--- src/pkg/pmc_cfg.svh ---
`ifndef PMC_CFG_SVH
`define PMC_CFG_SVH

// register offsets (byte registers, 8-bit address)
`define PMC_OFS_CTRL      8'h00
`define PMC_OFS_PORTPD    8'h01
`define PMC_OFS_EEE       8'h02
`define PMC_OFS_EDTO      8'h03
`define PMC_OFS_STAT      8'h04
`define PMC_OFS_STRAP     8'h05

// mode field position and codes
`define PMC_MODE_LSB      3
`define PMC_MODE_MSB      4
`define PMC_MODE_NORMAL   2'h0
`define PMC_MODE_EDET     2'h1
`define PMC_MODE_SPD      2'h2
`define PMC_MODE_RSVD     2'h3

// reset values
`define PMC_RST_PORTPD    3'h0
`define PMC_RST_EEE       2'h3
`define PMC_RST_EDTO      8'h64

// timing: clock rate, microsecond tick, wake qualification
`define PMC_CLK_MHZ       100
`define PMC_TICK_NS       1000
`define PMC_TICK_CYC      ((`PMC_TICK_NS * `PMC_CLK_MHZ) / 1000)
`define PMC_ED_WAKE_NS    100
`define PMC_ED_WAKE_CYC   ((`PMC_ED_WAKE_NS * `PMC_CLK_MHZ + 999) / 1000)
`define PMC_WAKE_MAX_US   30
`define PMC_REFRESH_GAP_US 20000
`define PMC_REFRESH_LEN_US 200
`define PMC_LPULSE_GAP_US 16000

`endif

--- src/pkg/pmc_pkg.sv ---
`include "pmc_cfg.svh"
`default_nettype none

package pmc_pkg;

  // global power mode
  typedef enum logic [1:0] {
    PMC_NORMAL = `PMC_MODE_NORMAL,
    PMC_EDET   = `PMC_MODE_EDET,
    PMC_SPD    = `PMC_MODE_SPD
  } pmc_mode_t;

  // energy-detect sub-state
  typedef enum logic {
    ED_NORM = 1'b0,
    ED_LOW  = 1'b1
  } pmc_ed_t;

  // transmit low-power idle state, gray along off-quiet-refresh
  typedef enum logic [1:0] {
    LPI_OFF     = 2'b00,
    LPI_QUIET   = 2'b01,
    LPI_REFRESH = 2'b11
  } pmc_lpi_t;

  // register port request
  typedef struct packed {
    logic [7:0] addr;
    logic [7:0] wdata;
    logic       wr;
    logic       rd;
  } pmc_bus_t;

  // power enables toward the rest of the chip
  typedef struct packed {
    logic       pll;
    logic       host;
    logic       smi;
    logic [2:0] mac;
    logic [1:0] phy;
    logic [1:0] edet;
  } pmc_pwr_t;

  // per phy port eee status
  typedef struct packed {
    logic tx_lpi;
    logic tx_refresh;
    logic rx_lpi;
    logic active;
  } pmc_eee_t;

endpackage
`default_nettype wire

--- src/core/pmc_lpi_port.sv ---
`timescale 1ns/1ps
`default_nettype none
`include "pmc_cfg.svh"

module pmc_lpi_port #(
  parameter int GAP_US = `PMC_REFRESH_GAP_US,
  parameter int LEN_US = `PMC_REFRESH_LEN_US
) (
  input  wire  logic              i_mclk,
  input  wire  logic              i_rst,
  input  wire  logic              i_tick,
  input  wire  logic              i_active,
  input  wire  logic              i_tx_req,
  input  wire  logic              i_rx_pcode,
  input  wire  logic              i_rx_other,
  output var   pmc_pkg::pmc_eee_t o_eee
);
  import pmc_pkg::*;

  localparam int CW = $clog2(GAP_US + 1);
  localparam logic [CW-1:0] GAP_LAST = CW'(GAP_US - 1);
  localparam logic [CW-1:0] LEN_LAST = CW'(LEN_US - 1);

  pmc_lpi_t      tx_state;   // transmit lpi state
  pmc_lpi_t      next_tx;    // its next value
  logic [CW-1:0] cnt;        // microsecond count inside quiet or refresh
  logic [CW-1:0] next_cnt;
  logic          rx_lpi;     // receive direction in lpi
  logic          next_rx;

  // transmit side: quiet periods broken by refresh bursts
  always_comb begin
    next_tx  = tx_state;
    next_cnt = cnt;
    case (tx_state)
      LPI_OFF: begin
        next_cnt = '0;
        if (i_active && i_tx_req) begin
          next_tx = LPI_QUIET;
        end
      end
      LPI_QUIET: begin
        if (!i_active || !i_tx_req) begin
          next_tx = LPI_OFF;
        end else if (i_tick && cnt == GAP_LAST) begin
          next_tx  = LPI_REFRESH;
          next_cnt = '0;
        end else if (i_tick) begin
          next_cnt = cnt + 1'b1;
        end
      end
      LPI_REFRESH: begin
        // wake takes priority over finishing the refresh burst
        if (!i_active || !i_tx_req) begin
          next_tx = LPI_OFF;
        end else if (i_tick && cnt == LEN_LAST) begin
          next_tx  = LPI_QUIET;
          next_cnt = '0;
        end else if (i_tick) begin
          next_cnt = cnt + 1'b1;
        end
      end
      default: begin
        next_tx  = LPI_OFF;
        next_cnt = '0;
      end
    endcase
  end

  // receive side: p code enters, anything else leaves; leaving wins
  assign next_rx = i_active && !i_rx_other && (rx_lpi || i_rx_pcode);

  // state flops
  always_ff @(posedge i_mclk or posedge i_rst) begin
    if (i_rst) begin
      tx_state <= LPI_OFF;
      cnt      <= '0;
      rx_lpi   <= 1'b0;
    end else begin
      tx_state <= next_tx;
      cnt      <= next_cnt;
      rx_lpi   <= next_rx;
    end
  end

  assign o_eee = '{tx_lpi: tx_state != LPI_OFF, tx_refresh: tx_state == LPI_REFRESH,
                   rx_lpi: rx_lpi, active: i_active};

  tx_wake_fast_a: assert property (@(posedge i_mclk) disable iff (i_rst)
    (tx_state != LPI_OFF && !i_tx_req) |=> tx_state == LPI_OFF)
    else $error("tx lpi not left one cycle after request drop");

  rx_gated_a: assert property (@(posedge i_mclk) disable iff (i_rst)
    !i_active |=> !rx_lpi)
    else $error("rx lpi while eee inactive");

  refresh_entry_a: assert property (@(posedge i_mclk) disable iff (i_rst)
    (tx_state == LPI_REFRESH && $past(tx_state) != LPI_REFRESH) |-> $past(tx_state) == LPI_QUIET)
    else $error("refresh entered from wrong state");

endmodule
`default_nettype wire

--- src/core/pmc_top.sv ---
// The placing of the registers and the strobed register port were left to the implementer.
`timescale 1ns/1ps
`default_nettype none
`include "pmc_cfg.svh"


module pmc_top #(
  parameter int REFRESH_GAP_US = `PMC_REFRESH_GAP_US,
  parameter int REFRESH_LEN_US = `PMC_REFRESH_LEN_US,
  parameter int LPULSE_GAP_US  = `PMC_LPULSE_GAP_US
) (
  input  wire  logic                    i_mclk,
  input  wire  logic                    i_rst,
  input  wire  pmc_pkg::pmc_bus_t       i_bus,
  output var   logic [7:0]              o_rdata,
  input  wire  logic [7:0]              i_strap,
  output var   logic [7:0]              o_strap,
  input  wire  logic [1:0]              i_energy,
  input  wire  logic [1:0]              i_an_eee_ok,
  input  wire  logic [1:0]              i_tx_lpi_req,
  input  wire  logic [1:0]              i_rx_pcode,
  input  wire  logic [1:0]              i_rx_other,
  output var   pmc_pkg::pmc_pwr_t       o_pwr,
  output var   logic                    o_link_pulse,
  output var   pmc_pkg::pmc_eee_t [1:0] o_eee
);
  import pmc_pkg::*;

  localparam logic [6:0] TICK_LAST = 7'(`PMC_TICK_CYC - 1);
  localparam logic [3:0] WAKE_CYC  = 4'(`PMC_ED_WAKE_CYC);
  localparam int         PW        = $clog2(LPULSE_GAP_US + 1);
  localparam logic [PW-1:0] PULSE_LAST = PW'(LPULSE_GAP_US - 1);

  // software state
  pmc_mode_t   mode;        // current global mode
  logic [2:0]  port_pd;     // per port power-down, bit0 = port 1
  logic [1:0]  eee_en;      // eee enable, phy ports only
  logic [7:0]  ed_timeout;  // energy absence limit in microseconds
  logic        strap_done;  // straps caught after reset release

  // timing and energy-detect state
  logic [6:0]  tick_cnt;    // divider toward the microsecond tick
  logic        tick;        // one-cycle microsecond enable
  pmc_ed_t     ed_state;    // energy-detect sub-state
  pmc_ed_t     next_ed;
  logic [7:0]  absent_cnt;  // microseconds without energy
  logic [7:0]  next_absent;
  logic [3:0]  energy_cnt;  // consecutive cycles with energy
  logic [PW-1:0] pulse_cnt; // microseconds since last link pulse
  pmc_pwr_t    next_pwr;
  pmc_eee_t [1:0] eee;

  // bus decode
  wire [1:0] wmode     = i_bus.wdata[`PMC_MODE_MSB:`PMC_MODE_LSB];
  wire       wr_ctrl   = i_bus.wr && i_bus.addr == `PMC_OFS_CTRL;
  wire       wr_portpd = i_bus.wr && i_bus.addr == `PMC_OFS_PORTPD;
  wire       wr_eee    = i_bus.wr && i_bus.addr == `PMC_OFS_EEE;
  wire       wr_edto   = i_bus.wr && i_bus.addr == `PMC_OFS_EDTO;
  // reserved code 11 is dropped so the mode stays one of three
  wire       mode_ok   = wmode != `PMC_MODE_RSVD;
  // any write naming another mode ends soft power-down
  wire       spd_exit  = wr_ctrl && mode == PMC_SPD && wmode != `PMC_MODE_SPD;
  wire       strap_take = !strap_done || spd_exit;

  // energy helpers
  wire       energy    = |i_energy;
  wire       ed_active = mode == PMC_EDET;
  wire       ed_low    = ed_state == ED_LOW;
  // low state counts only while the mode still asks for it; the machine lags a mode write by a cycle
  wire       ed_sleep  = ed_low && ed_active;
  wire       full_on   = mode == PMC_NORMAL || (ed_active && !ed_low);

  // status word: rx lpi, tx lpi, mode, low-power flag
  wire [7:0] stat_val = {1'b0, eee[1].rx_lpi, eee[0].rx_lpi, eee[1].tx_lpi, eee[0].tx_lpi,
                         mode, ed_low};

  // read mux, unmapped reads give zero
  wire [7:0] rd_val =
    (i_bus.addr == `PMC_OFS_CTRL)   ? {3'h0, mode, 3'h0} :
    (i_bus.addr == `PMC_OFS_PORTPD) ? {5'h0, port_pd} :
    (i_bus.addr == `PMC_OFS_EEE)    ? {6'h0, eee_en} :
    (i_bus.addr == `PMC_OFS_EDTO)   ? ed_timeout :
    (i_bus.addr == `PMC_OFS_STAT)   ? stat_val :
    (i_bus.addr == `PMC_OFS_STRAP)  ? o_strap : 8'h00;

  // register file; soft power-down exit overrides a same-cycle write
  always_ff @(posedge i_mclk or posedge i_rst) begin
    if (i_rst) begin
      mode       <= PMC_NORMAL;
      port_pd    <= `PMC_RST_PORTPD;
      eee_en     <= `PMC_RST_EEE;
      ed_timeout <= `PMC_RST_EDTO;
    end else if (spd_exit) begin
      mode       <= PMC_NORMAL;
      port_pd    <= `PMC_RST_PORTPD;
      eee_en     <= `PMC_RST_EEE;
      ed_timeout <= `PMC_RST_EDTO;
    end else begin
      if (wr_ctrl && mode_ok) begin
        mode <= pmc_mode_t'(wmode);
      end
      if (wr_portpd) begin
        port_pd <= i_bus.wdata[2:0];
      end
      if (wr_eee) begin
        eee_en <= i_bus.wdata[1:0];
      end
      if (wr_edto) begin
        ed_timeout <= i_bus.wdata;
      end
    end
  end

  // strap capture one edge after reset release and on soft power-down exit
  always_ff @(posedge i_mclk or posedge i_rst) begin
    if (i_rst) begin
      strap_done <= 1'b0;
      o_strap    <= 8'h00;
    end else begin
      strap_done <= 1'b1;
      if (strap_take) begin
        o_strap <= i_strap;
      end
    end
  end

  // read data stands only in the cycle after the strobe
  always_ff @(posedge i_mclk or posedge i_rst) begin
    if (i_rst) begin
      o_rdata <= 8'h00;
    end else begin
      o_rdata <= i_bus.rd ? rd_val : 8'h00;
    end
  end

  // microsecond tick divider
  // one shared tick keeps every microsecond timer in step
  always_ff @(posedge i_mclk or posedge i_rst) begin
    if (i_rst) begin
      tick_cnt <= 7'h00;
      tick     <= 1'b0;
    end else begin
      tick_cnt <= (tick_cnt == TICK_LAST) ? 7'h00 : tick_cnt + 7'h01;
      tick     <= tick_cnt == TICK_LAST;
    end
  end

  // energy-detect machine: absence timer down, energy run up
  always_comb begin
    next_ed     = ed_state;
    next_absent = absent_cnt;
    case (ed_state)
      ED_NORM: begin
        if (!ed_active || energy) begin
          next_absent = 8'h00;
        // the tick that would pass 255 counts too, so a limit of 255 still expires
        end else if (absent_cnt > ed_timeout || (tick && absent_cnt == 8'hFF)) begin
          next_ed     = ED_LOW;
          next_absent = 8'h00;
        end else if (tick && absent_cnt != 8'hFF) begin
          next_absent = absent_cnt + 8'h01;
        end
      end
      ED_LOW: begin
        next_absent = 8'h00;
        // energy seen for more than the wake window brings power back
        if (!ed_active || (energy && energy_cnt == WAKE_CYC)) begin
          next_ed = ED_NORM;
        end
      end
      default: begin
        next_ed     = ED_NORM;
        next_absent = 8'h00;
      end
    endcase
  end

  // energy-detect flops
  always_ff @(posedge i_mclk or posedge i_rst) begin
    if (i_rst) begin
      ed_state   <= ED_NORM;
      absent_cnt <= 8'h00;
      energy_cnt <= 4'h0;
    end else begin
      ed_state   <= next_ed;
      absent_cnt <= next_absent;
      energy_cnt <= (energy && ed_low) ? ((energy_cnt == 4'hF) ? 4'hF : energy_cnt + 4'h1) : 4'h0;
    end
  end

  // sparse link pulses in low-power, one cycle every gap
  always_ff @(posedge i_mclk or posedge i_rst) begin
    if (i_rst) begin
      pulse_cnt    <= '0;
      o_link_pulse <= 1'b0;
    end else begin
      o_link_pulse <= ed_sleep && tick && pulse_cnt == PULSE_LAST;
      if (!ed_sleep || (tick && pulse_cnt == PULSE_LAST)) begin
        pulse_cnt <= '0;
      end else if (tick) begin
        pulse_cnt <= pulse_cnt + 1'b1;
      end
    end
  end

  // power enables from mode and per-port power-down, registered out
  assign next_pwr.pll  = full_on;
  assign next_pwr.host = full_on;
  assign next_pwr.smi  = 1'b1;
  assign next_pwr.mac  = {3{full_on}} & ~port_pd;
  assign next_pwr.phy  = {2{full_on}} & ~port_pd[1:0];
  assign next_pwr.edet = {2{ed_sleep}} & ~port_pd[1:0];

  always_ff @(posedge i_mclk or posedge i_rst) begin
    if (i_rst) begin
      o_pwr <= '0;
    end else begin
      o_pwr <= next_pwr;
    end
  end

  // eee on the two phy ports only; the mac port has no lpi logic
  for (genvar p = 0; p < 2; p++) begin : g_eee
    pmc_lpi_port #(
      .GAP_US (REFRESH_GAP_US),
      .LEN_US (REFRESH_LEN_US)
    ) u_lpi (
      .i_mclk     (i_mclk),
      .i_rst      (i_rst),
      .i_tick     (tick),
      .i_active   (eee_en[p] && i_an_eee_ok[p] && o_pwr.phy[p]),
      .i_tx_req   (i_tx_lpi_req[p]),
      .i_rx_pcode (i_rx_pcode[p]),
      .i_rx_other (i_rx_other[p]),
      .o_eee      (eee[p])
    );
  end

  assign o_eee = eee;

  normal_power_a: assert property (@(posedge i_mclk) disable iff (i_rst)
    mode == PMC_NORMAL |=> (o_pwr.pll && o_pwr.host && o_pwr.mac == ~$past(port_pd)))
    else $error("normal mode lacks power");

  low_state_off_a: assert property (@(posedge i_mclk) disable iff (i_rst)
    ed_sleep |=> (!o_pwr.pll && !o_pwr.host && o_pwr.mac == 3'h0 && o_pwr.phy == 2'h0))
    else $error("low-power state left circuits on");

  spd_only_smi_a: assert property (@(posedge i_mclk) disable iff (i_rst)
    mode == PMC_SPD |=> (!o_pwr.pll && o_pwr.mac == 3'h0 && o_pwr.edet == 2'h0 && o_pwr.smi))
    else $error("soft power-down left functions on");

  spd_defaults_a: assert property (@(posedge i_mclk) disable iff (i_rst)
    spd_exit |=> (mode == PMC_NORMAL && eee_en == `PMC_RST_EEE && o_strap == $past(i_strap)))
    else $error("soft power-down exit missed defaults");

  rsvd_ignored_a: assert property (@(posedge i_mclk) disable iff (i_rst)
    (wr_ctrl && wmode == `PMC_MODE_RSVD && mode != PMC_SPD) |=> mode == $past(mode))
    else $error("reserved mode code accepted");

  energy_wake_a: assert property (@(posedge i_mclk) disable iff (i_rst)
    (ed_low && ed_active && energy)[*8] ##1 (energy && ed_active)[*3] |=> ed_state == ED_NORM)
    else $error("no wake after qualified energy");

  quiet_stays_a: assert property (@(posedge i_mclk) disable iff (i_rst)
    (ed_low && ed_active && !energy) |=> ed_low)
    else $error("low-power left without energy");

  ed_idle_a: assert property (@(posedge i_mclk) disable iff (i_rst)
    !ed_active |=> (ed_state == ED_NORM && absent_cnt == 8'h00))
    else $error("energy-detect machine ran outside its mode");

  eee_default_a: assert property (@(posedge i_mclk)
    $fell(i_rst) |-> eee_en == `PMC_RST_EEE)
    else $error("eee not enabled after reset");

  pulse_low_a: assert property (@(posedge i_mclk) disable iff (i_rst)
    o_link_pulse |-> $past(ed_sleep))
    else $error("link pulse outside low-power state");

  rdata_idle_a: assert property (@(posedge i_mclk) disable iff (i_rst)
    !$past(i_bus.rd) |-> o_rdata == 8'h00)
    else $error("read data outside its cycle");

endmodule
`default_nettype wire

--- config.mk ---
export PLATFORM = sky130hd
export DESIGN_NAME = pmc_top
export DESIGN_NICKNAME = d
export VERILOG_FILES = /design/src/pkg/pmc_pkg.sv /design/src/core/pmc_lpi_port.sv /design/src/core/pmc_top.sv
export VERILOG_INCLUDE_DIRS = /design/src /design/src/pkg
export SDC_FILE = /design/constraint.sdc
export NUM_CORES = 1
export LEC_CHECK = 0
export ABC_AREA = 1
export BUFFER_PORTS_ARGS = -buffer_cell sky130_fd_sc_hd__buf_2
export CORE_ASPECT_RATIO = 2
export CORE_MARGIN = 2
export CORE_UTILIZATION = 38
export CTS_CLUSTER_SIZE = 8
export DETAILED_ROUTE_END_ITERATION = 7
export GPL_TIMING_DRIVEN = 0
export MAX_ROUTING_LAYER = met4
export SKIP_LAST_GASP = 1
export SLEW_MARGIN = 20
export SYNTH_ARGS = -nofsm -noshare
export SYNTH_HDL_FRONTEND = slang
export SYNTH_SLANG_ARGS = --single-unit
--- constraint.sdc ---
create_clock -name i_mclk -period 9.1 [get_ports i_mclk]
set_input_delay 0.455 -clock i_mclk [delete_from_list [all_inputs] [get_ports i_mclk]]
set_output_delay 0.455 -clock i_mclk [all_outputs]
set_load 0.05 [all_outputs]
==> results of run 1 <==
==> registers in the layout (all words and copies together), names as in the netlist, 2 cells and up <==
name and count:
absent_cnt 8, ed_timeout 8, eee_en 2, energy_cnt 4
g_eee.u_lpi.cnt 30, g_eee.u_lpi.rx_lpi 2, g_eee.u_lpi.tx_state 4, mode 2
o_pwr 7, o_rdata 8, o_strap 8, port_pd 3
pulse_cnt 14, tick_cnt 7
==> kinds of logic (layout without fill, tap and decap cells) <==
kind of cell             after synthesis  count (layout)
AO/OA/AOI/OAI                         94              94
adder cells (fa/ha/maj)               15              15
XOR/XNOR                              17              17
buffers and inverters                147             236
other                                  1               1
AND/OR/NAND/NOR                      392             392
flip-flops                           110             110
multiplexers                           1               1
==> per-layer routing <==
layer / global-route usage [%] / vias up / routed length (microns)
met5: - / - / 0
met4: 5.59 / 0 / 203
met3: 2.31 / 13 / 420
met2: 28.1 / 77 / 6720
met1: 22.7 / 2393 / 6310
li1: - / 2643 / -
==> power breakdown <==
group	switching, mW	internal [mW]
Clock	0.170	0.192
Combinational	0.0766	0.0289
Sequential	0.00954	0.502
Total	0.256	0.723
==> layout by cell type, fill, tap and decap left out, types with 2 or more instances in the layout <==
master and n:
nand2_1 174, o21bai_1 2, nor3_1 20, buf_4 11
nor3b_1 2, clkbuf_16 9, nor2_2 5, nand3_1 62
nand4_1 17, nand3b_1 4, xnor2_1 5, nor2_4 3
o21ai_0 40, a21boi_0 2, or2_0 2, clkinv_2 4
nor3_2 4, a21o_1 2, dfrtp_1 105, dfstp_2 5
inv_1 126, or2_2 6, a31o_2 2, buf_6 3
a21oi_1 30, xor2_1 12, clkbuf_1 2, nand2_2 4
o22ai_1 3, ha_1 15, buf_2 73, and3_1 3
o211ai_1 7, nor2_1 83, inv_2 4
==> cell type report <==
class                           count  area [sq um]
Fill cell                        1635          8680
Sequential cell                   110          2760
Multi-Input combinational cell    520          2650
Inverter                          132           502
Timing Repair Buffer               73           388
Tap cell                          201           251
Clock buffer                       12           246
Buffer                             15           121
Clock inverter                      4          22.5
==> through the flow <==
| step | utilization (%) | cell area (sq um) | power [mW] |
|---|---|---|---|
| after floorplan | - | 6030 | 0.591 |
| after global placement | 42.5 | 6640 | 0.625 |
| after detailed placement | 42.7 | 6670 | 0.628 |
| after CTS | 44.4 | 6940 | 0.995 |
| after global routing | 44.4 | 6940 | 1.02 |
| final | 44.4 | 6940 | 0.979 |
==> final timing paths <==
kind	depth (start not counted)	slack (ns)	endpoint
setup / recovery	12	6.99	absent_cnt[3]
hold reg to reg	1	0.47	tick_cnt[0]
min in group i_mclk	2	0.27	g_eee[0].u_lpi.rx_lpi
setup reg to reg	12	6.99	absent_cnt[3]
hold / removal	2	0.08	g_eee[0].u_lpi.cnt[0]
max in group asynchronous	3	8.30	ed_timeout[2]
==> flow_summary.yaml, run 1 <==
sta:
  setup_slack_ns: 6.99
  fin_setup_tns_ns: 0
  timing_worst_slew_pin_value_ns: 0.529
  relSlewSlack_pct: 64.5
  slew_viol_final: 0
  layout_worst_path_cycle_share_pct: 23.1
  fin_skew_ns: 0.0101
  period_needed_ns: 2.11
  fin_hold_ws_ns: 0.0784
  setup_viol: 0
  hold_viol: 0
  rsz0062_at_grt: "no"
  max_freq_mhz: 475
yosys:
  synth_top_family_by_area: "simple AND/OR/NAND/NOR gates"
  ys_async_sr_fraction_pct: 100
  synth-edff-count: 0
  synth_ff_type: "dfrtp_1"
  yosysUniqueCellTypes: 44
  synthAdderAreaFrac_pct: 3.11
  synth_xor_area_share_pct: 2.47
  synthMuxAreaShare_pct: 0.166
  synth_top_area_share_pct: 43.6
  yosysWarnings: 0
  synthesis.area_sq_mm: 0.00603
  yosys.area_share.simple_pct: 29.2
  synthTopCellsByArea: "dfrtp_1 (44%), nand2_1 (11%), inv_1 (7.9%)"
  syn_avg_cell_area_sq_um: 7.76
  seq_area_frac_synth_pct: 45.8
  syn_nets: 830
  syn_inst: 777
  synth_compound_area_share_pct: 8.91
  yosysTopAreaCell: "dfrtp_1"
  ys_ff_latch: 110
  yosysMostFrequentCell: "nand2_1"
  synth_commonest_cells: "nand2_1 (174), inv_1 (127), dfrtp_1 (105)"
cts:
  hold_buffers: 0
  cts_max_level: 3
  cts_resized: 0
  clock_sinks: 110
  cts_tree: "done"
  cts_buffers: 9
  post_cts_buffers: 0
  cts.root.buffer_cell: "clkbuf_16"
  cts_buffer_depth: 2
  clk_latency_ns: 0.35
  clk_pin_slew_ns: 0.07
drt:
  routed_wl_microns: 13600
  drtIter0Drc: 227
  ant_nets: 0
  wl_per_cell_microns: 12.8
  firstDrtPassIters: 5
  vias: 5126
  viasPerCell: 4.80
  remaining_drc_errors: 0
global_route:
  grt_pass1_vias: 4895
  grt_overflow: 0
  grt_usage_pct: 17.4
  grt_pass1_wl_microns: 23100
  antenna_found_initial: 0
  grt_max_degree: 79
outcome:
  run_status: "complete, no violations"
run:
  cap_violations: 0
setup_path:
  crit_type: "flop to flop"
  cp_top_family: "simple AND/OR/NAND/NOR gates"
  cp_cell_sequence: "inv_1, ha_1, a21oi_1, nor2_1, nor2_1, nand2_1, nand2_1, nand3_1, nand2_1, nand2_1, nand2_1, inv_1"
  crit_slowest_cell: "dfstp_2"
  cpMostUsedCell: "nand2_1"
  critical_path_buf_inv_count: 2
  r2r-start: "ed_timeout[5]"
  critPathMaxStageDelay_ns: 0.52
  crit_fanout: 8
  startpoint_type: "flop"
  crit_path_start: "ed_timeout[5]"
  critPathCaptureType: "flop"
  critPathArrivalTime_ns: 2.34
  worst_ep_required_time_ns: 9.34
place:
  post-place-ws_ns: 7.01
  dp_cells: 1051
  io_buffer_count: 72
  dp_hpwl_microns: 10500
  gp_congestion: 0.893
power_and_ir_drop:
  power.density_mw_per_mm2: 141
  p_leak_nw: 3.61
  ir_drop_mv: 0.0818
floorplan:
  start_util_pct: 38.6
  die_x_microns: 93.0
  die_h_microns: 182
  die_area_sq_mm: 0.0169
  io_pins: 73
  rows: 65
  core_area_sq_mm: 0.0156
cells_and_area:
  syn2layout_area_growth_pct: 15.2
  antenna_cells: 0
  fin_cells: 1067
  layout-drive-gt1-share_pct: 16.4
  fin_nets: 914
worst_hold_path:
  hold_path_class: "input port to asynchronous set/reset pin"
Power figures use the tool's default switching activity.
==> run 2: changes to the inputs <==
Clock period 9.1 ns to 2.01 ns, I/O delays scaled along.
==> run 2 against run 1 <==
  * Register-to-register slack got worse by 6.8 ns
  * Critical endpoint unchanged
  * Worst setup slack got worse by 6.8 ns
  * Sequential share of layout area fell by 1.5 points
==> flow_summary.yaml, run 2 (synthesis gave the netlist of run 1 again) <==
power_and_ir_drop:
  power.density_mw_per_mm2: 654
  total_power_mw: 4.71
  p_leak_nw: 3.70
  ir_drop_mv: 0.424
sta:
  setup_viol: 0
  timing_worst_slew_pin_value_ns: 0.631
  layout_worst_path_cycle_share_pct: 91.6
  fin_setup_tns_ns: 0
  rsz0062_at_grt: "no"
  fin_skew_ns: 0.00774
  relSlewSlack_pct: 57.8
  setup_slack_ns: 0.169
  hold_viol: 0
  slew_viol_final: 0
  period_needed_ns: 1.84
  max_freq_mhz: 543
  fin_hold_ws_ns: 0.0172
cells_and_area:
  layout-drive-gt1-share_pct: 17.6
  seqCellArea_sq_mm: 0.00276
  layout_commonest_cell: "nand2_1"
  fin_cells: 1083
  regMostFlops: "g_eee.u_lpi.cnt"
  multi_input_area_sq_mm: 0.00270
  fin_util_pct: 46.2
  final_area_sq_mm: 0.00721
  syn2layout_area_growth_pct: 19.6
  final_cell_mix: "nand2_1 (173), inv_1 (125), dfrtp_1 (105)"
  fin_nets: 930
  largest_reg_flops: 30
  top_regs: "g_eee.u_lpi.cnt: 30 flops, pulse_cnt: 14 flops"
  fillCellCount: 1599
  antenna_cells: 0
drt:
  wl_per_cell_microns: 12.9
  drtIter0Drc: 252
  routed_wl_microns: 14000
  ant_nets: 0
  vias: 5240
  firstDrtPassIters: 5
  remaining_drc_errors: 0
  viasPerCell: 4.84
global_route:
  antenna_found_initial: 0
  grt_pass1_wl_microns: 24000
  grt_overflow: 0
  grt_usage_pct: 18.0
  grt_pass1_vias: 5075
  grt_max_degree: 33
cts:
  cts_buffers: 9
  clock_sinks: 110
  cts_max_level: 3
  clk_pin_slew_ns: 0.08
  clk_latency_ns: 0.35
  cts_buffer_depth: 2
  cts_tree: "done"
  cts.root.buffer_cell: "clkbuf_16"
setup_path:
  critPathCaptureType: "flop"
  startpoint_type: "flop"
  critPathMaxStageDelay_ns: 0.52
  critPathArrivalTime_ns: 2.09
  cp_top_family: "simple AND/OR/NAND/NOR gates"
  cp_cell_sequence: "inv_1, ha_1, nand2_1, nor2_1, nand4_1, nand2_4, nand3_4, nand2_1, nand2_1, nand2_1, inv_1"
  crit_slowest_cell: "dfstp_2"
  critical_path_buf_inv_count: 2
  worst_ep_required_time_ns: 2.26
  crit_type: "flop to flop"
  regToRegSetupSlack_ns: 0.17
  crit_fanout: 8
  cpMostUsedCell: "nand2_1"
run:
  cap_violations: 0
floorplan:
  die_area_sq_mm: 0.0169
  die_x_microns: 93.0
  start_util_pct: 38.6
  die_h_microns: 182
  rows: 65
  core_area_sq_mm: 0.0156
  io_pins: 73
place:
  gp_congestion: 0.868
  placed_cell_area_sq_mm: 0.00670
  dp_hpwl_microns: 10700
  dp_cells: 1053
  io_buffer_count: 72
  post-place-ws_ns: -0.0666
worst_hold_path:
  hold_path_class: "input port to flop"
outcome:
  run_status: "complete, no violations"
run 2: changes by cell type in the layout (fill, tap and decap cells not counted), moves of 2 or more:
cell	previous run	this run
buf_12	0	3
clkbuf_1	2	0
clkinv_2	4	1
dlygate4sd3_1	0	14
inv_8	0	3
nand3_1	62	59
nand3_2	1	3
nor2_1	83	81
nor2_2	5	7
run 2: area by class of cell:
| class | count | area share (%) |
|---|---|---|
| sequential | 110 | 38.3 |
| inverter | 132 | 6.94 |
| tap | 201 | 3.49 |
| timing repair buffer | 89 | 7.78 |
| buffer | 15 | 1.68 |
| multi-input combinational | 520 | 37.5 |
| clock buffer | 9 | 3.13 |
| clock inverter | 7 | 1.23 |
run 2: final timing paths:
check | from | to | cells past startpoint
worst max-delay path | ed_timeout[6] | absent_cnt[3] | 11
worst min-delay path | i_rx_pcode[1] | g_eee[1].u_lpi.rx_lpi | 3
worst max register to register | ed_timeout[6] | absent_cnt[3] | 11
worst min register to register | tick_cnt[0] | tick_cnt[0] | 1
max in group asynchronous | i_rst | g_eee[0].u_lpi.cnt[13] | 5
min in group asynchronous | i_rst | g_eee[1].u_lpi.cnt[12] | 3
run 2: power breakdown:
part	leakage, nW	switching (mW)	internal, mW
combinational	2.10	0.354	0.159
sequential	1.45	0.0438	2.27
clock	0.152	0.887	1.00
run 2: worst register-to-register path: stages, from the launching register on:
cell,delay (ns)
dfstp_2,0.52
inv_1,0.07
ha_1,0.28
nand2_1,0.06
nor2_1,0.15
nand4_1,0.17
nand2_4,0.16
nand3_4,0.12
nand2_1,0.08
nand2_1,0.05
nand2_1,0.05
inv_1,0.04
run 2: what timing repair did:
item                       in CTS  in global routing
hold endpoints to repair       37                  0
setup buffers                   0                  0
setup endpoints to repair       6                 18
hold buffers                   14                  0
cloned                          0                  0
pin swaps                       0                  1
gates resized for setup         1                 10
run 2: metal layers:
layer	vias to the layer above	wire length, microns	global-route usage (%)
li1	2667	-	-
met1	2479	6590	23.8
met2	80	6840	29.4
met3	14	392	2.02
met4	0	186	4.82
met5	-	0	-
